### src/core/jog_pkg.sv
package jog_pkg;

	// Holding-register addresses of the jog parameter set.
	localparam logic [15:0] ADDR_OPMODE        = 16'h1b06;
	localparam logic [15:0] ADDR_JOG_REQUEST   = 16'h1b12;
	localparam logic [15:0] ADDR_JOG_STATUS    = 16'h1b20;
	localparam logic [15:0] ADDR_SLOW_SPEED    = 16'h2908;
	localparam logic [15:0] ADDR_FAST_SPEED    = 16'h290a;
	localparam logic [15:0] ADDR_INCH_DISTANCE = 16'h290e;
	localparam logic [15:0] ADDR_WAIT_TIME     = 16'h2910;

	// Field positions of the jog request word.
	localparam int REQ_CW_BIT   = 0;
	localparam int REQ_CCW_BIT  = 1;
	localparam int REQ_FAST_BIT = 2;
	localparam logic [15:0] REQ_MAX = 16'h0007;

	// Operating-mode codes, two's complement.
	localparam logic [15:0] OPMODE_JOG = 16'hffff;
	localparam logic [15:0] OPMODE_MIN = 16'hfff9;
	localparam logic [15:0] OPMODE_MAX = 16'h0006;

	// Values after reset.
	localparam logic [15:0] RESET_OPMODE        = 16'h0000;
	localparam logic [15:0] RESET_JOG_REQUEST   = 16'h0000;
	localparam logic [15:0] RESET_SLOW_SPEED    = 16'h003c;
	localparam logic [15:0] RESET_FAST_SPEED    = 16'h00b4;
	localparam logic [31:0] RESET_INCH_DISTANCE = 32'h0000_0014;
	localparam logic [15:0] RESET_WAIT_TIME     = 16'h01f4;

	// Legal ranges.
	localparam logic [15:0] SPEED_MIN = 16'h0001;
	localparam logic [15:0] SPEED_MAX = 16'h3390;
	localparam logic [15:0] WAIT_MIN  = 16'h0001;
	localparam logic [15:0] WAIT_MAX  = 16'h7fff;

	// Timing.
	localparam int CLOCK_PERIOD_NS = 25;
	localparam int MS_NS           = 1000000;
	localparam int MS_CYCLES       = (MS_NS + CLOCK_PERIOD_NS - 1) / CLOCK_PERIOD_NS;

	typedef enum logic [5:0] {
		st_idle       = 6'b000001,
		st_armed      = 6'b000010,
		st_inching    = 6'b000100,
		st_continuous = 6'b001000,
		st_stopping   = 6'b010000,
		st_ending     = 6'b100000
	} jog_state_type;

endpackage : jog_pkg

### src/core/jog_motion_control.sv
`timescale 1ns/1ps

// Behaviour
// - Writing the jog code to the mode selector selects and starts jog at once.
// - A new direction request first moves the axis by the inching distance.
// - Request still held after the wait time switches to continuous running.
// - Zero inching distance goes straight to continuous running, ignoring wait.
// - Request bit 0 clockwise, bit 1 counterclockwise, bit 2 fast; values 0 to 7.
// - Slow speed in rpm, 1 to 13200, default 60, kept.
// - Fast speed in rpm, 1 to 13200, default 180, kept.
// - Wait time in ms, 1 to 32767, default 500, only with nonzero distance.
// - Inching distance is a 32-bit step, negative values rejected, default 20.
// - Jog completes when the motor stopped and the request is released.
// - Jog also completes when the motor stopped after halt or error.
// - Start point is the axis position when the direction request is taken, user units.
// - New jog parameters take effect immediately when received.
// - Keypad menu energizes motor, arrows run it, enter with arrow toggles speed.
module jog_motion_control #(
	parameter int MS_CYCLES = jog_pkg::MS_CYCLES
) (
	input  wire logic        clock,
	input  wire logic        rst_n,
	input  wire logic        ce,
	input  wire logic        param_write,
	input  wire logic        param_read,
	input  wire logic [15:0] param_address,
	input  wire logic [31:0] param_write_data,
	output logic      [31:0] param_read_data,
	output logic             param_read_valid,
	output logic             param_error,
	input  wire logic [15:0] max_ramp_speed,
	input  wire logic [31:0] axis_position,
	input  wire logic        motor_stopped,
	input  wire logic        halt,
	input  wire logic        fault,
	input  wire logic        keypad_jog_menu,
	input  wire logic        keypad_up_key,
	input  wire logic        keypad_down_key,
	input  wire logic        keypad_enter_key,
	output logic             power_enable,
	output logic             jog_active,
	output logic             inch_request,
	output logic      [31:0] inch_target,
	output logic             run_continuous,
	output logic             run_ccw,
	output logic      [15:0] speed_ref,
	output logic             jog_done
);
	import jog_pkg::*;

	localparam int PW = $clog2(MS_CYCLES + 1);
	localparam logic [PW-1:0] PRESCALE_LAST = PW'(MS_CYCLES - 1);
	jog_state_type state, next_state;
	logic [15:0]   opmode_select, jog_request, jog_slow_speed, jog_fast_speed, jog_wait_time;
	logic [15:0]   ms_count, clamped_speed;
	logic [31:0]   jog_inch_distance, next_target, status_word;
	logic [PW-1:0] prescale;
	logic          fieldbus_jog, keypad_fast, enter_prev;
	logic          addr_ok, value_ok, write_ok, mode_request, dir_valid, dir_ccw;
	logic          use_fast, wait_elapsed, abort, next_inch_request, next_done;
	logic [1:0]    dir_bits;

	// Address decode and range check of a parameter write.
	always_comb begin
		addr_ok  = 1'b1;
		value_ok = 1'b1;
		unique case (param_address)
			ADDR_OPMODE: begin
				value_ok = ($signed(param_write_data[15:0]) >= $signed(OPMODE_MIN)) &&
					($signed(param_write_data[15:0]) <= $signed(OPMODE_MAX));
			end
			ADDR_JOG_REQUEST: value_ok = (param_write_data[15:0] <= REQ_MAX);
			ADDR_SLOW_SPEED, ADDR_FAST_SPEED: begin
				value_ok = (param_write_data[15:0] >= SPEED_MIN) &&
					(param_write_data[15:0] <= SPEED_MAX);
			end
			ADDR_INCH_DISTANCE: value_ok = !param_write_data[31];
			ADDR_WAIT_TIME: begin
				value_ok = (param_write_data[15:0] >= WAIT_MIN) &&
					(param_write_data[15:0] <= WAIT_MAX);
			end
			ADDR_JOG_STATUS:    value_ok = 1'b0;
			default: begin
				addr_ok  = 1'b0;
				value_ok = 1'b0;
			end
		endcase
		write_ok = param_write && addr_ok && value_ok;
	end

	always_ff @(posedge clock) begin
		if (!rst_n) begin
			opmode_select     <= RESET_OPMODE;
			jog_request       <= RESET_JOG_REQUEST;
			jog_slow_speed    <= RESET_SLOW_SPEED;
			jog_fast_speed    <= RESET_FAST_SPEED;
			jog_inch_distance <= RESET_INCH_DISTANCE;
			jog_wait_time     <= RESET_WAIT_TIME;
		end else if (ce && write_ok) begin
			unique case (param_address)
				ADDR_OPMODE:        opmode_select     <= param_write_data[15:0];
				ADDR_JOG_REQUEST:   jog_request       <= param_write_data[15:0];
				ADDR_SLOW_SPEED:    jog_slow_speed    <= param_write_data[15:0];
				ADDR_FAST_SPEED:    jog_fast_speed    <= param_write_data[15:0];
				ADDR_INCH_DISTANCE: jog_inch_distance <= param_write_data;
				ADDR_WAIT_TIME:     jog_wait_time     <= param_write_data[15:0];
				default: begin
				end
			endcase
		end
	end

	assign status_word = {16'h0000, 4'h0, keypad_fast, run_ccw, run_continuous,
		jog_active, 2'b00, state};

	always_ff @(posedge clock) begin
		if (!rst_n) begin
			param_read_data  <= 32'h0000_0000;
			param_read_valid <= 1'b0;
			param_error      <= 1'b0;
		end else if (ce) begin
			param_read_valid <= param_read && addr_ok;
			param_error      <= (param_write && !write_ok) || (param_read && !addr_ok);
			if (param_read) begin
				unique case (param_address)
					ADDR_OPMODE:        param_read_data <= {{16{opmode_select[15]}}, opmode_select};
					ADDR_JOG_REQUEST:   param_read_data <= {16'h0000, jog_request};
					ADDR_SLOW_SPEED:    param_read_data <= {16'h0000, jog_slow_speed};
					ADDR_FAST_SPEED:    param_read_data <= {16'h0000, jog_fast_speed};
					ADDR_INCH_DISTANCE: param_read_data <= jog_inch_distance;
					ADDR_WAIT_TIME:     param_read_data <= {16'h0000, jog_wait_time};
					ADDR_JOG_STATUS:    param_read_data <= status_word;
					default:            param_read_data <= 32'h0000_0000;
				endcase
			end
		end
	end

	// Mode write selects and starts jog.
	always_ff @(posedge clock) begin
		if (!rst_n) begin
			fieldbus_jog <= 1'b0;
		end else if (ce) begin
			if (write_ok && param_address == ADDR_OPMODE) begin
				fieldbus_jog <= (param_write_data[15:0] == OPMODE_JOG);
			end else if (state == st_ending) begin
				fieldbus_jog <= 1'b0;
			end
		end
	end

	// Enter pressed with an arrow toggles slow and fast.
	always_ff @(posedge clock) begin
		if (!rst_n) begin
			keypad_fast <= 1'b0;
			enter_prev  <= 1'b0;
		end else if (ce) begin
			enter_prev  <= keypad_enter_key;
			keypad_fast <= keypad_fast ^ (keypad_jog_menu && keypad_enter_key &&
				!enter_prev && (keypad_up_key || keypad_down_key));
		end
	end

	always_comb begin
		mode_request = keypad_jog_menu || fieldbus_jog;
		dir_bits = keypad_jog_menu ? {keypad_down_key, keypad_up_key}
			: {jog_request[REQ_CCW_BIT], jog_request[REQ_CW_BIT]};
		use_fast = keypad_jog_menu ? keypad_fast : jog_request[REQ_FAST_BIT];
		// Both bits set is no motion.
		dir_valid = dir_bits[0] ^ dir_bits[1];
		dir_ccw   = dir_bits[1];
		abort     = halt || fault;
		// Wait only counts with a nonzero distance.
		wait_elapsed = (ms_count >= jog_wait_time);
	end

	jog_speed_clamp #(.WIDTH(16)) speed_clamp (
		.slow_speed    (jog_slow_speed),
		.fast_speed    (jog_fast_speed),
		.select_fast   (use_fast),
		.max_ramp_speed(max_ramp_speed),
		.speed         (clamped_speed)
	);

	always_comb begin
		next_state        = state;
		next_inch_request = 1'b0;
		next_done         = 1'b0;
		// Step from the present axis position.
		next_target = dir_ccw ? (axis_position - jog_inch_distance)
			: (axis_position + jog_inch_distance);
		unique case (state)
			st_idle: begin
				if (mode_request && !abort) begin
					next_state = st_armed;
				end
			end
			st_armed: begin
				if (abort) begin
					next_state = st_ending;
				end else if (!mode_request) begin
					next_state = st_idle;
				end else if (dir_valid) begin
					// Zero distance runs continuously at once.
					if (jog_inch_distance == 32'h0000_0000) begin
						next_state = st_continuous;
					end else begin
						next_state        = st_inching;
						next_inch_request = 1'b1;
					end
				end
			end
			st_inching: begin
				if (abort || !mode_request) begin
					next_state = st_ending;
				end else if (!dir_valid) begin
					next_state = st_stopping;
				end else if (wait_elapsed) begin
					next_state = st_continuous;
				end
			end
			st_continuous: begin
				if (abort || !mode_request) begin
					next_state = st_ending;
				end else if (!dir_valid) begin
					next_state = st_stopping;
				end
			end
			st_stopping: begin
				if (abort) begin
					next_state = st_ending;
				end else if (motor_stopped && !dir_valid) begin
					next_state = st_armed;
					next_done  = 1'b1;
				end
			end
			st_ending: begin
				if (motor_stopped) begin
					next_state = st_idle;
					next_done  = 1'b1;
				end
			end
			default: begin
				next_state = st_idle;
			end
		endcase
	end

	always_ff @(posedge clock) begin
		if (!rst_n) begin
			state          <= st_idle;
			jog_active     <= 1'b0;
			power_enable   <= 1'b0;
			inch_request   <= 1'b0;
			jog_done       <= 1'b0;
			run_continuous <= 1'b0;
		end else if (ce) begin
			state          <= next_state;
			jog_active     <= (next_state != st_idle);
			// Motor energized while jog mode is entered.
			power_enable   <= (next_state != st_idle);
			inch_request   <= next_inch_request;
			jog_done       <= next_done;
			run_continuous <= (next_state == st_continuous);
		end
	end

	always_ff @(posedge clock) begin
		if (!rst_n) begin
			inch_target <= 32'h0000_0000;
			run_ccw     <= 1'b0;
		end else if (ce) begin
			if (state == st_armed && dir_valid) begin
				inch_target <= next_target;
				run_ccw     <= dir_ccw;
			end
		end
	end

	always_ff @(posedge clock) begin
		if (!rst_n) begin
			speed_ref <= 16'h0000;
		end else if (ce) begin
			speed_ref <= (next_state inside {st_inching, st_continuous, st_stopping}) ?
				clamped_speed : 16'h0000;
		end
	end

	// Millisecond timebase for the wait before continuous running.
	always_ff @(posedge clock) begin
		if (!rst_n) begin
			prescale <= '0;
			ms_count <= 16'h0000;
		end else if (ce) begin
			if (state != st_inching) begin
				prescale <= '0;
				ms_count <= 16'h0000;
			end else if (prescale == PRESCALE_LAST) begin
				prescale <= '0;
				if (ms_count != 16'hffff) begin
					ms_count <= ms_count + 16'h0001;
				end
			end else begin
				prescale <= prescale + PW'(1);
			end
		end
	end
endmodule : jog_motion_control

### src/core/jog_speed_clamp.sv
`timescale 1ns/1ps

module jog_speed_clamp #(
	parameter int WIDTH = 16
) (
	input  wire logic [WIDTH-1:0] slow_speed,
	input  wire logic [WIDTH-1:0] fast_speed,
	input  wire logic             select_fast,
	input  wire logic [WIDTH-1:0] max_ramp_speed,
	output logic      [WIDTH-1:0] speed
);

	logic [WIDTH-1:0] chosen;

	always_comb begin
		chosen = select_fast ? fast_speed : slow_speed;
		speed = (chosen > max_ramp_speed) ? max_ramp_speed : chosen;
	end

endmodule : jog_speed_clamp

### config.mk
export PLATFORM = sky130hd
export DESIGN_NAME = jog_motion_control
export DESIGN_NICKNAME = d
export VERILOG_FILES = /design/src/core/jog_pkg.sv /design/src/core/jog_motion_control.sv /design/src/core/jog_speed_clamp.sv
export SDC_FILE = /design/constraint.sdc
export NUM_CORES = 1
export LEC_CHECK = 0
export BUFFER_PORTS_ARGS = -buffer_cell sky130_fd_sc_hd__buf_2
export CAP_MARGIN = 20
export CORE_MARGIN = 2
export CORE_UTILIZATION = 31
export DETAILED_ROUTE_END_ITERATION = 7
export GPL_TIMING_DRIVEN = 0
export MAX_ROUTING_LAYER = met4
export PLACE_DENSITY = 0.47
export SYNTH_ARGS = -nofsm -noshare
export SYNTH_HDL_FRONTEND = slang
export SYNTH_HIERARCHICAL = 1
export SYNTH_SLANG_ARGS = --single-unit
### constraint.sdc
create_clock -name clock -period 6.5 [get_ports clock]
set_clock_uncertainty 0.1 [all_clocks]
set_input_delay 0.65 -clock clock [delete_from_list [all_inputs] [get_ports clock]]
set_output_delay 0.65 -clock clock [all_outputs]
set_load 0.005 [all_outputs]
; ---- Yosys cells after proc, flatten, opt, wreduce, memory -nomap -nowiden
; Index checks and enable logic that the tools add are counted.
[word_totals]
regBits = 240
in_bits = 108
output_inout_bits = 88
[classes]
addsub = 4
n_lt_le_gt_ge = 8
eq_ne = 21
muxes = 39
bitwise_logic = 2
n_reduce_logical = 45
[op_table]
columns = cell, n
row1 = $pmux 32 s7, 1
row2 = $mux 16, 8
row3 = $mux 6, 12
row4 = $eq 16x14->1 const B, 4
row5 = $eq 16x13->1 const B, 3
row6 = $pmux 6 s6, 1
row7 = $add 16x1->16 const B, 2
row8 = $add 32x32->32, 1
row9 = $eq 16x16->1 const B, 2
row10 = $logic_not 32->1, 1
row11 = $mux 32, 1
row12 = $sub 32x32->32, 1
row13 = $reduce_and 2->1, 9
row14 = $ge 16x1->1 const B, 1
row15 = $ge 16x16->1, 1
row16 = $ge 16x4->1 const B, 1
row17 = $gt 16x16->1, 1
row18 = $le 16x14->1 const B, 1
row19 = $le 16x15->1 const B, 1
row20 = $le 16x3->1 const B, 1
row21 = $le 16x4->1 const B, 1
row22 = $logic_and 1x1->1, 16
row23 = $ne 16x16->1 const B, 1
row24 = $eq 6x3->1 const B, 2
row25 = other kinds (20), 46

; ---- Logic depth before layout (Yosys ltp)
; Gate-level depths: netlist (run 1).
[depth]
word_depth = 10
mapped_depth = 15

; ---- By module
; The synthesis (run 1) kept the hierarchy.
[modules_own_cells]
columns = module, instances, cells_each, area_per_inst_um2
row1 = jog_motion_control, 1, 1513, 12503.2
row2 = jog_speed_clamp, 1, 169, 1398.8

; ---- Least setup slack after synthesis (run 1)
; OpenSTA, ideal clock, no wires.
[synth_path]
kind = input to register
startpoint = input port keypad_jog_menu
endpoint = register inch_target[31]
arrival_time_ps = 3912
required_ps = 6262
slack_ps = 2349
stages = 14
n_path_buf = 2
path_cell_list = clkbuf_1 > mux2i_1 > clkbuf_1 > o41ai_1 > xor2_1 > ha_1 > and4_1 > a31o_2 > a31oi_1 > o211a_1 > o311ai_0 > a211oi_1 > mux2i_1 > a41oi_1
[synth_between]
elab_chain_len = 4
elab_cells_between_ends = 5
classes_between = mux: 2 / bitwise: 1 / reduce/logical: 2
[synth_rtl]
columns = element, line
row1 = start: declaration, jog_motion_control.sv:36  ; input wire logic keypad_jog_menu,
row2 = $mux 2 (*), jog_motion_control.sv:166  ; dir_bits = keypad_jog_menu ? {keypad_down_key, keypad_up_key}
row3 = $xor 1x1->1, jog_motion_control.sv:170  ; dir_valid = dir_bits[0] ^ dir_bits[1];
row4 = $logic_and 1x1->1, jog_motion_control.sv:273  ; if (state == st_armed && dir_valid) begin
row5 = $reduce_and 2->1 (no source line), n/a
row6 = end signal: assignment, jog_motion_control.sv:274  ; inch_target <= next_target;
row7 = end: declaration, jog_motion_control.sv:43  ; output logic [31:0] inch_target,
; Mark *: on every way between the ends. The rest lies on a longest branch, timed or not.
; A chain may end at the register's enable or synchronous reset.

; ---- Worst setup path after layout (run 1)
[layout_path]
startpoint = register jog_inch_distance[2]
endpoint = register inch_target[31]
[layout_between]
elab_chain_len = 2
elab_cells_between_ends = 3
classes_between = add/sub: 2 / mux: 1
[layout_rtl]
columns = element, line
row1 = start: declaration, jog_motion_control.sv:56  ; logic [31:0] jog_inch_distance, next_target, status_word;
row2 = start signal: assignment, jog_motion_control.sv:105  ; ADDR_INCH_DISTANCE: jog_inch_distance <= param_write_data;
row3 = $add 32x32->32 / $sub 32x32->32 (equally long branches), "jog_motion_control.sv:191, jog_motion_control.sv:190"
row4 = $mux 32 (*), jog_motion_control.sv:190  ; next_target = dir_ccw ? (axis_position - jog_inch_distance)
; Marked as above.

==> impl_metrics.toml, run 1 <==
[run_status]
outcome = "complete, no violations"

[sta]
tightest_slew_ps = 1140
setup-violations-final = 0
fin_crit_ps = 5400
fin_crit_sh_pct = 83.0
relSlewSlack_pct = 23.9
timing.hold.ws_ps = 197
final-hold-violation-count = 0
rsz0062_at_grt = "no"
setup_tns_ps = 0
max_freq_mhz = 185
drv_slew = 0

[drt]
firstDrtPassIters = 6
num_vias = 13700
drt_iter0_markers = 1196
wl_per_cell_um = 21.5
drtAntennaViolNets = 0
drc = 0
vias_per_cell = 5.42
finalWirelength_um = 54300

[yosys]
netlist.area_leader.share_pct = 34.6
seq_area_frac_synth_pct = 34.6
synth_warnings = 6
synth-edff-count = 0
syn_inst = 1682
synthTopCellsByArea = "dfxtp_1, ha_1, nand2_1"
synthArstFlopShare_pct = 0
avgSynthCellArea_um2 = 8.27
ys.flop_type = "dfxtp_1"
synth.distinct_cells = 84
synth_fp_nets = 1857
synth_top_area_cell = "dfxtp_1"
synth_area_um2 = 13900
ys_ff_latch = 240

[clocking]
htreeDepth = 1
cts_resized = 0
cts_tree = "done"
cts_setup_buffers = 0
holdBufCountCts = 0
clock_sinks = 240
cts_root_buf = "clkbuf_16"
cts.reportedPaths.clkPinSlew_ps = 60
clockBufferDepth = 3
cts_made_buffers = 29
clock_latency_ps = 590

[global_routing]
grt_max_degree = 16
grt_usage_pct = 23.5
grt-ovfl-total = 0
grt_first_pass_wirelength_um = 82300
antenna_found_initial = 0
grt_pass1_vias = 13400

[floorplanning]
fp.dieArea_um2 = 46600
dieWidth_um = 216
num_io_pins = 196
start_util_pct = 31.4
dieHeight_um = 216
rows = 77
core-area_um2 = 44200

[layout]
final-seq-area_um2 = 4800
nFillCells = 4614
areaGrowthSynthToFinish_pct = 19.3
fin_cells = 2521
drive_gt1_share_pct = 17.9
multiInputGateArea_um2 = 8400
nets = 2081

[placed_design]
gp_congestion = 0.942
dp_hpwl_um = 43500
port-buffer-count = 192
dpl.cell_count = 2467

[critical_path]
crit_path_end_kind = "register"
r2r_cells = 14
arrival_ps = 5720
critPathLaunchType = "register"
path_class = "register to register"
required_ps = 6820
cp_max_fo = 7

[run]
cap_violations = 0

[power]
leakage_uw = 0.00685
peakVddDrop_v = 0.000201
p_per_area_nw_per_um2 = 214

[min_path]
hold_depth = 3
holdCritPathClass = "input pin to register"
-- per-stage QoR --
step                util [%]  total power, µW  setup WS (ps)  cell area [µm²]
floorplan                  -             1740           2350            13900
global route            37.5             3680            826            16600
CTS                     37.5             3580           1290            16600
global placement        35.3             1900           1130            15600
finish                  37.5             3550           1100            16600
detailed placement      35.3             1910           1120            15600
-- report_power, final --
group	internal (µW)	switching (µW)	total (µW)
Clock	980	694	1670
Sequential	1490	14.1	1500
Combinational	131	246	378
Total	2600	954	3550
-- synthesized netlist by cell type, types with 27 or more instances --
master,instances
inv_1,55
nand4_1,27
xnor2_1,42
mux2_2,27
nand2_1,165
nor2_1,141
mux2i_1,41
xor2_1,29
ha_1,66
nor3_1,48
dfxtp_1,240
clkbuf_1,75
nand3_1,95
a21oi_1,117
o21ai_0,101
-- worst paths after layout --
kind,from,to,slack (ps)
worst max register to register,jog_inch_distance[2]$_SDFFE_PN1P_,inch_target[31]$_SDFFE_PN0P_,1100
worst min-delay path,param_write_data[17],jog_inch_distance[17]$_SDFFE_PN0P_,200
worst min register to register,inch_target[22]$_SDFFE_PN0P_,inch_target[22]$_SDFFE_PN0P_,350
worst max-delay path,jog_inch_distance[2]$_SDFFE_PN1P_,inch_target[31]$_SDFFE_PN0P_,1100
-- placed cells by master (no fill, tap or decap), drive strengths merged, types with 6 or more instances in the layout --
cell      n
dfxtp   240
buf     223
nand2   165
nor2    142
a21oi   120
o21ai   118
clkbuf  117
nand3    98
ha       66
nor3     59
inv      56
xnor2    42
mux2i    41
xor2     29
nand4    29
mux2     27
or3      23
and2     22
o31ai    21
a21o     21
a222oi   20
a311oi   20
a31oi    19
o311ai   19
o211ai   18
nand4b   16
and3     14
a211oi   13
nor4     12
nand2b   11
and4     10
clkinv    7
nor2b     6
a221oi    6
a22oi     6
or2       6
-- flip-flops by register name, indices dropped and copies added, names as in the netlist, 6 cells and up --
register and cells:
jog_inch_distance 32, prescale 16, jog_slow_speed 16, state 6, opmode_select 16, speed_ref 16
ms_count 16, inch_target 32, jog_wait_time 16, param_read_data 32, jog_fast_speed 16, jog_request 16
-- logic make-up after synthesis --
| group | synth area share [%] |
|---|---|
| fa+ha+maj | 6.08 |
| simple gates | 23.4 |
| compound gates | 21.3 |
| buf+inv | 5.02 |
| mux | 5.14 |
| flops | 34.6 |
| xor+xnor | 4.47 |
-- worst max-delay path, stage by stage (launching register included) --
cell      delay [ps]
dfxtp_1          300
clkbuf_1         220
nor4_1           620
and4b_1          370
and2_1           220
a21oi_1          100
xnor2_1          320
ha_1             360
a211oi_1         490
a221oi_1         210
o41ai_1          700
o311ai_0         440
a211oi_1         420
mux2i_1          220
a41oi_1          130
-- final cells by class --
cell class | instances | share of cell area [%]
Timing Repair Buffer | 193 | 5.82
Inverter | 55 | 1.24
Buffer | 106 | 2.96
Sequential cell | 240 | 29.0
Clock buffer | 41 | 5.07
Tap cell | 592 | 4.47
Clock inverter | 12 | 0.807
Antenna cell | 1 | 0.0151
Multi-Input combinational cell | 1281 | 50.6
-- routing by layer --
layer / routed length, µm / share of wire, % / GRT usage (%)
met4: 1140 / 2.1 / 5.72
met1: 25000 / 46 / 31.5
met5: 0 / 0 / -
met2: 25400 / 47 / 37.9
met3: 2780 / 5.1 / 2.35
(Power assumes the default switching activity.)
==> run 2, diff against run 1 <==
ABC_AREA = 1   (was not set)
PLACE_DENSITY = 0.49   (was 0.47)
clock period = 4.9 ns   (was 6.5 ns; I/O delays follow)
==> run 2 against run 1 <==
First-iteration DRC count shrank 10%. Sequential share of layout area shrank 1.9 points. Die area grew 7.2%. Total power grew 40%. Largest cell class unchanged.
==> impl_metrics.toml, run 2 <==
[clocking]
clock_latency_ps = 590
cts_resized = 0
holdBufCountCts = 0
clockBufferDepth = 3
cts_root_buf = "clkbuf_16"
clock_sinks = 240
htreeDepth = 1
cts_made_buffers = 30
cts_tree = "done"
cts.reportedPaths.clkPinSlew_ps = 60
cts_setup_buffers = 0

[sta]
fin_crit_ps = 4120
final-hold-violation-count = 0
setup-violations-final = 0
tightest_slew_ps = 945
drv_slew = 0
relSlewSlack_pct = 36.4
setup_tns_ps = 0
fin_ws_ps = 785
fin_crit_sh_pct = 84.0
max_freq_mhz = 243
rsz0062_at_grt = "no"

[layout]
drive_gt1_share_pct = 12.8
final_common_cell = "nand2_1"
nFillCells = 5221
areaGrowthSynthToFinish_pct = 18.7
final_cell_mix = "nand2_1, nor2_1, inv_1"
fin_util_pct = 37.2
reg_top3 = "inch_target: 32 flops, jog_inch_distance: 32 flops, param_read_data: 32 flops"
nets = 2711

[critical_path]
path_buf_inv = 3
crit_path_start = "jog_inch_distance[0]$_SDFFE_PN0P_"
path_cells = "inv_1 > nand3_1 > nor3_1 > nand3_1 > nor3_1 > nand2_1 > nand2_1 > xor2_1 > inv_1 > ha_1 > nand2_1 > nor2_1 > nand4_1 > o21ai_0 > a21oi_1 > o21bai_1 > nor2_1 > o21ai_0 > inv_1"
arrival_ps = 4490
r2r_start = "jog_inch_distance[0]$_SDFFE_PN0P_"
crit_path_end_kind = "register"
crit_cells = 19
cp_slowest_stage_delay_ps = 570
r2r_cells = 19
r2r_slack_ps = 780
cp_max_fo = 4
critPathSlowestCell = "o21ai_0"
critPathLaunchType = "register"
path_class = "register to register"
required_ps = 5280
crit_family = "simple AND/OR/NAND/NOR gates"

[yosys]
synth_fp_nets = 2488
netlist.area_leader.share_pct = 32.2
ys.flop_type = "dfxtp_1"
synth_warnings = 6
seq_area_frac_synth_pct = 32.2
ys_ff_latch = 240
synth_top_area_cell = "dfxtp_1"
synth-edff-count = 0
synthTopCellsByArea = "dfxtp_1, nand2_1, nor2_1"
synthArstFlopShare_pct = 0
synth_area_um2 = 14900
synth.distinct_cells = 60
synthTopCellsByCount = "nand2_1, nor2_1, inv_1, dfxtp_1, a21oi_1"
synth_most_common_cell = "nand2_1"
avgSynthCellArea_um2 = 6.45
syn_inst = 2313

[floorplanning]
num_io_pins = 196
dieHeight_um = 223
fp.dieArea_um2 = 49900
start_util_pct = 31.3
dieWidth_um = 223
rows = 80
core-area_um2 = 47600

[power]
leakage_uw = 0.00908
p_per_area_nw_per_um2 = 281
peakVddDrop_v = 0.000213

[global_routing]
grt-ovfl-total = 0
grt_first_pass_wirelength_um = 87900
grt_pass1_vias = 15100
grt_max_degree = 15
antenna_found_initial = 2
grt_usage_pct = 23.6

[placed_design]
gp_congestion = 0.985
dp_hpwl_um = 47100
port-buffer-count = 191
dp_slack_ps = 524

[drt]
drtAntennaViolNets = 0
drc = 0
finalWirelength_um = 58100
num_vias = 15600
wl_per_cell_um = 18.3
vias_per_cell = 4.92
drt_iter0_markers = 1075
firstDrtPassIters = 7

[min_path]
hold_depth = 3
holdCritPathClass = "input pin to register"
min-delay-start = "param_write_data[29]"

[run_status]
outcome = "complete, no violations"

[run]
cap_violations = 0
==> run 2: area by class of cell <==
type                    instances  area (µm²)  share of cell area [%]
well taps                     615         769                    4.34
repair buffers                191         956                    5.39
plain buffers                  89         410                    2.32
diodes                          2        5.00                  0.0282
clock buffers                  40         830                    4.68
inverters                     337        1260                    7.14
flip-flops and latches        240        4800                    27.1
multi-input cells            1647        8440                    47.6
clock inverters                16         238                    1.34
==> run 2: cell families (layout without fill, tap and decap cells) <==
family                     count (synthesis)  after routing  synth area share [%]
and+or+nand+nor                         1138           1138                  32.4
buffers and inverters                    426            673                  11.2
AOI/OAI and AO/OA                        374            374                  14.3
DFF                                      240            240                  32.2
adders and majority gates                 67             67                  5.67
xor gates and xnor gates                  53             53                  3.11
muxes                                     15             15                  1.13
other                                      0              2                     0
==> run 2: report_power, final <==
part	switching [µW]	internal, µW	total (µW)	leakage [µW]
sequential	9.60	1960	1970	0.00194
clock	933	1500	2430	0.000517
combinational	395	174	569	0.00663
==> run 2: path summary, 6_finish.rpt <==
| check | endpoint |
|---|---|
| setup / recovery | inch_target[21]$_SDFFE_PN0P_ |
| hold reg to reg | jog_request[4]$_SDFFE_PN0P_ |
| setup reg to reg | inch_target[21]$_SDFFE_PN0P_ |
| hold / removal | jog_inch_distance[29]$_SDFFE_PN0P_ |
==> run 2: metrics by stage <==
step           total power, µW  instances  cell area (µm²)  hold slack (ps)
2_1_floorplan             2350       2313            14900              333
3_3_place_gp              2570       3119            16600              342
3_5_place_dp              2580       3119            16600              345
4_1_cts                   5010       3175            17700             9.01
5_1_grt                   5160       3177            17700             28.9
6_report                  4970       3177            17700             29.6
==> run 2: tightest hold or removal path: stages <==
cell,delay (ps)
buf_2,80
nor2_1,30
nor2_1,80
==> run 2: layer usage <==
layer  global-route usage [%]  share of wire [%]  up-vias
met5                        -                  0        -
li1                         -                  -     7901
met2                     39.5                 47      412
met3                     2.79                5.0      104
met1                     29.0                 44     7217
met4                     9.14                4.1        0
==> run 3, diff against run 2 <==
PLACE_DENSITY = 0.47   (was 0.49)
clock period = 4.2 ns   (was 4.9 ns; I/O delays follow)
==> run 3 against run 2 <==
Combinational power is 18% higher. Sequential power is 17% higher. Total power is 11% higher. Clock-buffer cell count is 8 higher. Clock power is 5% higher. Maximum frequency is 7.8% higher. Hold slack worse by 8.4 ps. Global-route usage is 0.22 points higher. Sequential share of layout area hardly changed. Flip-flop and latch count stayed put. Worst setup slack worse by 400 ps. Highest routed layer unchanged.
==> impl_metrics.toml, run 3 (synthesis results as in run 2) <==
[layout]
reg_top3 = "inch_target: 32 flops, jog_inch_distance: 32 flops, param_read_data: 32 flops"
drive_gt1_share_pct = 12.8
areaGrowthSynthToFinish_pct = 18.9
nets = 2722
final_common_cell = "nand2_1"
final_cell_mix = "nand2_1, nor2_1, inv_1"
fin_cells = 3184
n_antenna_cell = 0

[min_path]
worst_hold_path.endpoint = "jog_inch_distance[18]$_SDFFE_PN0P_"
min-delay-start = "param_write_data[18]"
hold_depth = 3
holdCritPathClass = "input pin to register"

[power]
leakage_uw = 0.00909
p_per_area_nw_per_um2 = 312
report.power.total_uw = 5530
peakVddDrop_v = 0.000249

[sta]
fin_ws_ps = 382
fin_crit_ps = 3820
max_freq_mhz = 262
fin_crit_sh_pct = 90.9
setup-violations-final = 0
relSlewSlack_pct = 41.2
drv_slew = 0
final-hold-violation-count = 0
tightest_slew_ps = 882
rsz0062_at_grt = "no"
timing.hold.ws_ps = 21.2

[drt]
drtAntennaViolNets = 0
num_vias = 15700
wl_per_cell_um = 18.5
drc = 0
firstDrtPassIters = 5
drt_iter0_markers = 1103
finalWirelength_um = 58900
vias_per_cell = 4.92

[floorplanning]
core-area_um2 = 47600
rows = 80
fp.dieArea_um2 = 49900
num_io_pins = 196
start_util_pct = 31.3
dieWidth_um = 223
dieHeight_um = 223

[placed_design]
dp_hpwl_um = 47700
gp_congestion = 0.966
dpl.cell_count = 3119
dp_slack_ps = -101
port-buffer-count = 191

[critical_path]
r2r_start = "jog_inch_distance[0]$_SDFFE_PN0P_"
cp_slowest_stage_delay_ps = 340
path_buf_inv = 2
path_class = "register to register"
crit_family = "simple AND/OR/NAND/NOR gates"
critPathLaunchType = "register"
cp_max_fo = 4
arrival_ps = 4180
r2r_cells = 21
rr_endpoint = "inch_target[31]$_SDFFE_PN0P_"
required_ps = 4560
r2r_slack_ps = 380
crit_path_end_kind = "register"
path_cells = "inv_1 > ha_1 > nand3_1 > nor2_2 > nand2_1 > nor2_1 > nand4_1 > nor2_2 > nor2_1 > a21oi_1 > xor2_1 > ha_1 > a21oi_1 > nor2_1 > o21ai_2 > o211ai_1 > nand2b_1 > nand2_1 > nand3_1 > nand2_1 > inv_1"
critPathSlowestCell = "dfxtp_1"

[clocking]
cts_tree = "done"
cts.reportedPaths.clkPinSlew_ps = 60
clock_sinks = 240
cts_root_buf = "clkbuf_16"
clock_latency_ps = 600
cts_made_buffers = 29
clockBufferDepth = 3
htreeDepth = 1
cts_setup_buffers = 0

[run_status]
outcome = "complete, no violations"

[global_routing]
grt_max_degree = 15
grt_first_pass_wirelength_um = 88500
grt_usage_pct = 23.8
grt_pass1_vias = 14800
grt-ovfl-total = 0
antenna_found_initial = 0

[run]
cap_violations = 0
run 3: timing repair:
| item | CTS | global route |
|---|---|---|
| hold buffers | 12 | 0 |
| gates resized for setup | 0 | 9 |
| hold endpoints to repair | 12 | 0 |
| setup endpoints to repair | 0 | 8 |
run 3: layout make-up:
type | instances | area (µm²)
plain buffers | 89 | 410
multi-input cells | 1647 | 8460
well taps | 615 | 769
repair buffers | 203 | 1080
fillers | 5302 | 29900
flip-flops and latches | 240 | 4800
inverters | 337 | 1260
clock inverters | 5 | 31.3
clock buffers | 48 | 927
run 3: layer usage:
| metal | up-vias | part of all wire (%) | track usage [%] |
|---|---|---|---|
| met5 | - | 0 | - |
| met3 | 80 | 4.2 | 2.13 |
| met2 | 363 | 49 | 40.8 |
| met1 | 7294 | 45 | 29.9 |
| met4 | 0 | 2.6 | 6.56 |
| li1 | 7917 | - | - |
run 3: worst max path at each step:
stage | endpoint | startpoint | cells after the start | slack, ps
floorplan | inch_target[21]$_SDFFE_PN0P_ | jog_inch_distance[2]$_SDFFE_PN1P_ | 19 | 1180
global placement | inch_target[21]$_SDFFE_PN0P_ | keypad_jog_menu | 17 | -50
detailed placement | inch_target[25]$_SDFFE_PN0P_ | keypad_jog_menu | 17 | -100
CTS | inch_target[21]$_SDFFE_PN0P_ | jog_inch_distance[0]$_SDFFE_PN0P_ | 19 | 120
global route | inch_target[18]$_SDFFE_PN0P_ | jog_inch_distance[0]$_SDFFE_PN0P_ | 19 | 40
finish | inch_target[31]$_SDFFE_PN0P_ | jog_inch_distance[0]$_SDFFE_PN0P_ | 21 | 380
run 3: worst register-to-register path: stages (launching register included):
cell      delay [ps]
dfxtp_1          340
inv_1            170
ha_1             210
nand3_1          150
nor2_2           200
nand2_1           90
nor2_1           130
nand4_1          150
nor2_2           230
nor2_1           110
a21oi_1          160
xor2_1           240
ha_1             320
a21oi_1          250
nor2_1            80
o21ai_2          160
o211ai_1         130
nand2b_1         160
nand2_1           60
nand3_1          130
nand2_1          110
inv_1             40
run 3: power by group:
part           switching (µW)  internal (µW)  total [µW]
sequential               11.4           2290        2300
combinational             460            212         672
clock                    1070           1490        2560
total                    1540           3990        5530
run 3: through the flow:
step                      instance area, µm²  util (%)  TNS (ps)
after floorplan                        14900         -         0
after global placement                 16600      34.9     -90.7
after detailed placement               16600      34.9      -221
after CTS                              17700      37.2         0
after global routing                   17700      37.2         0
final                                  17700      37.2         0
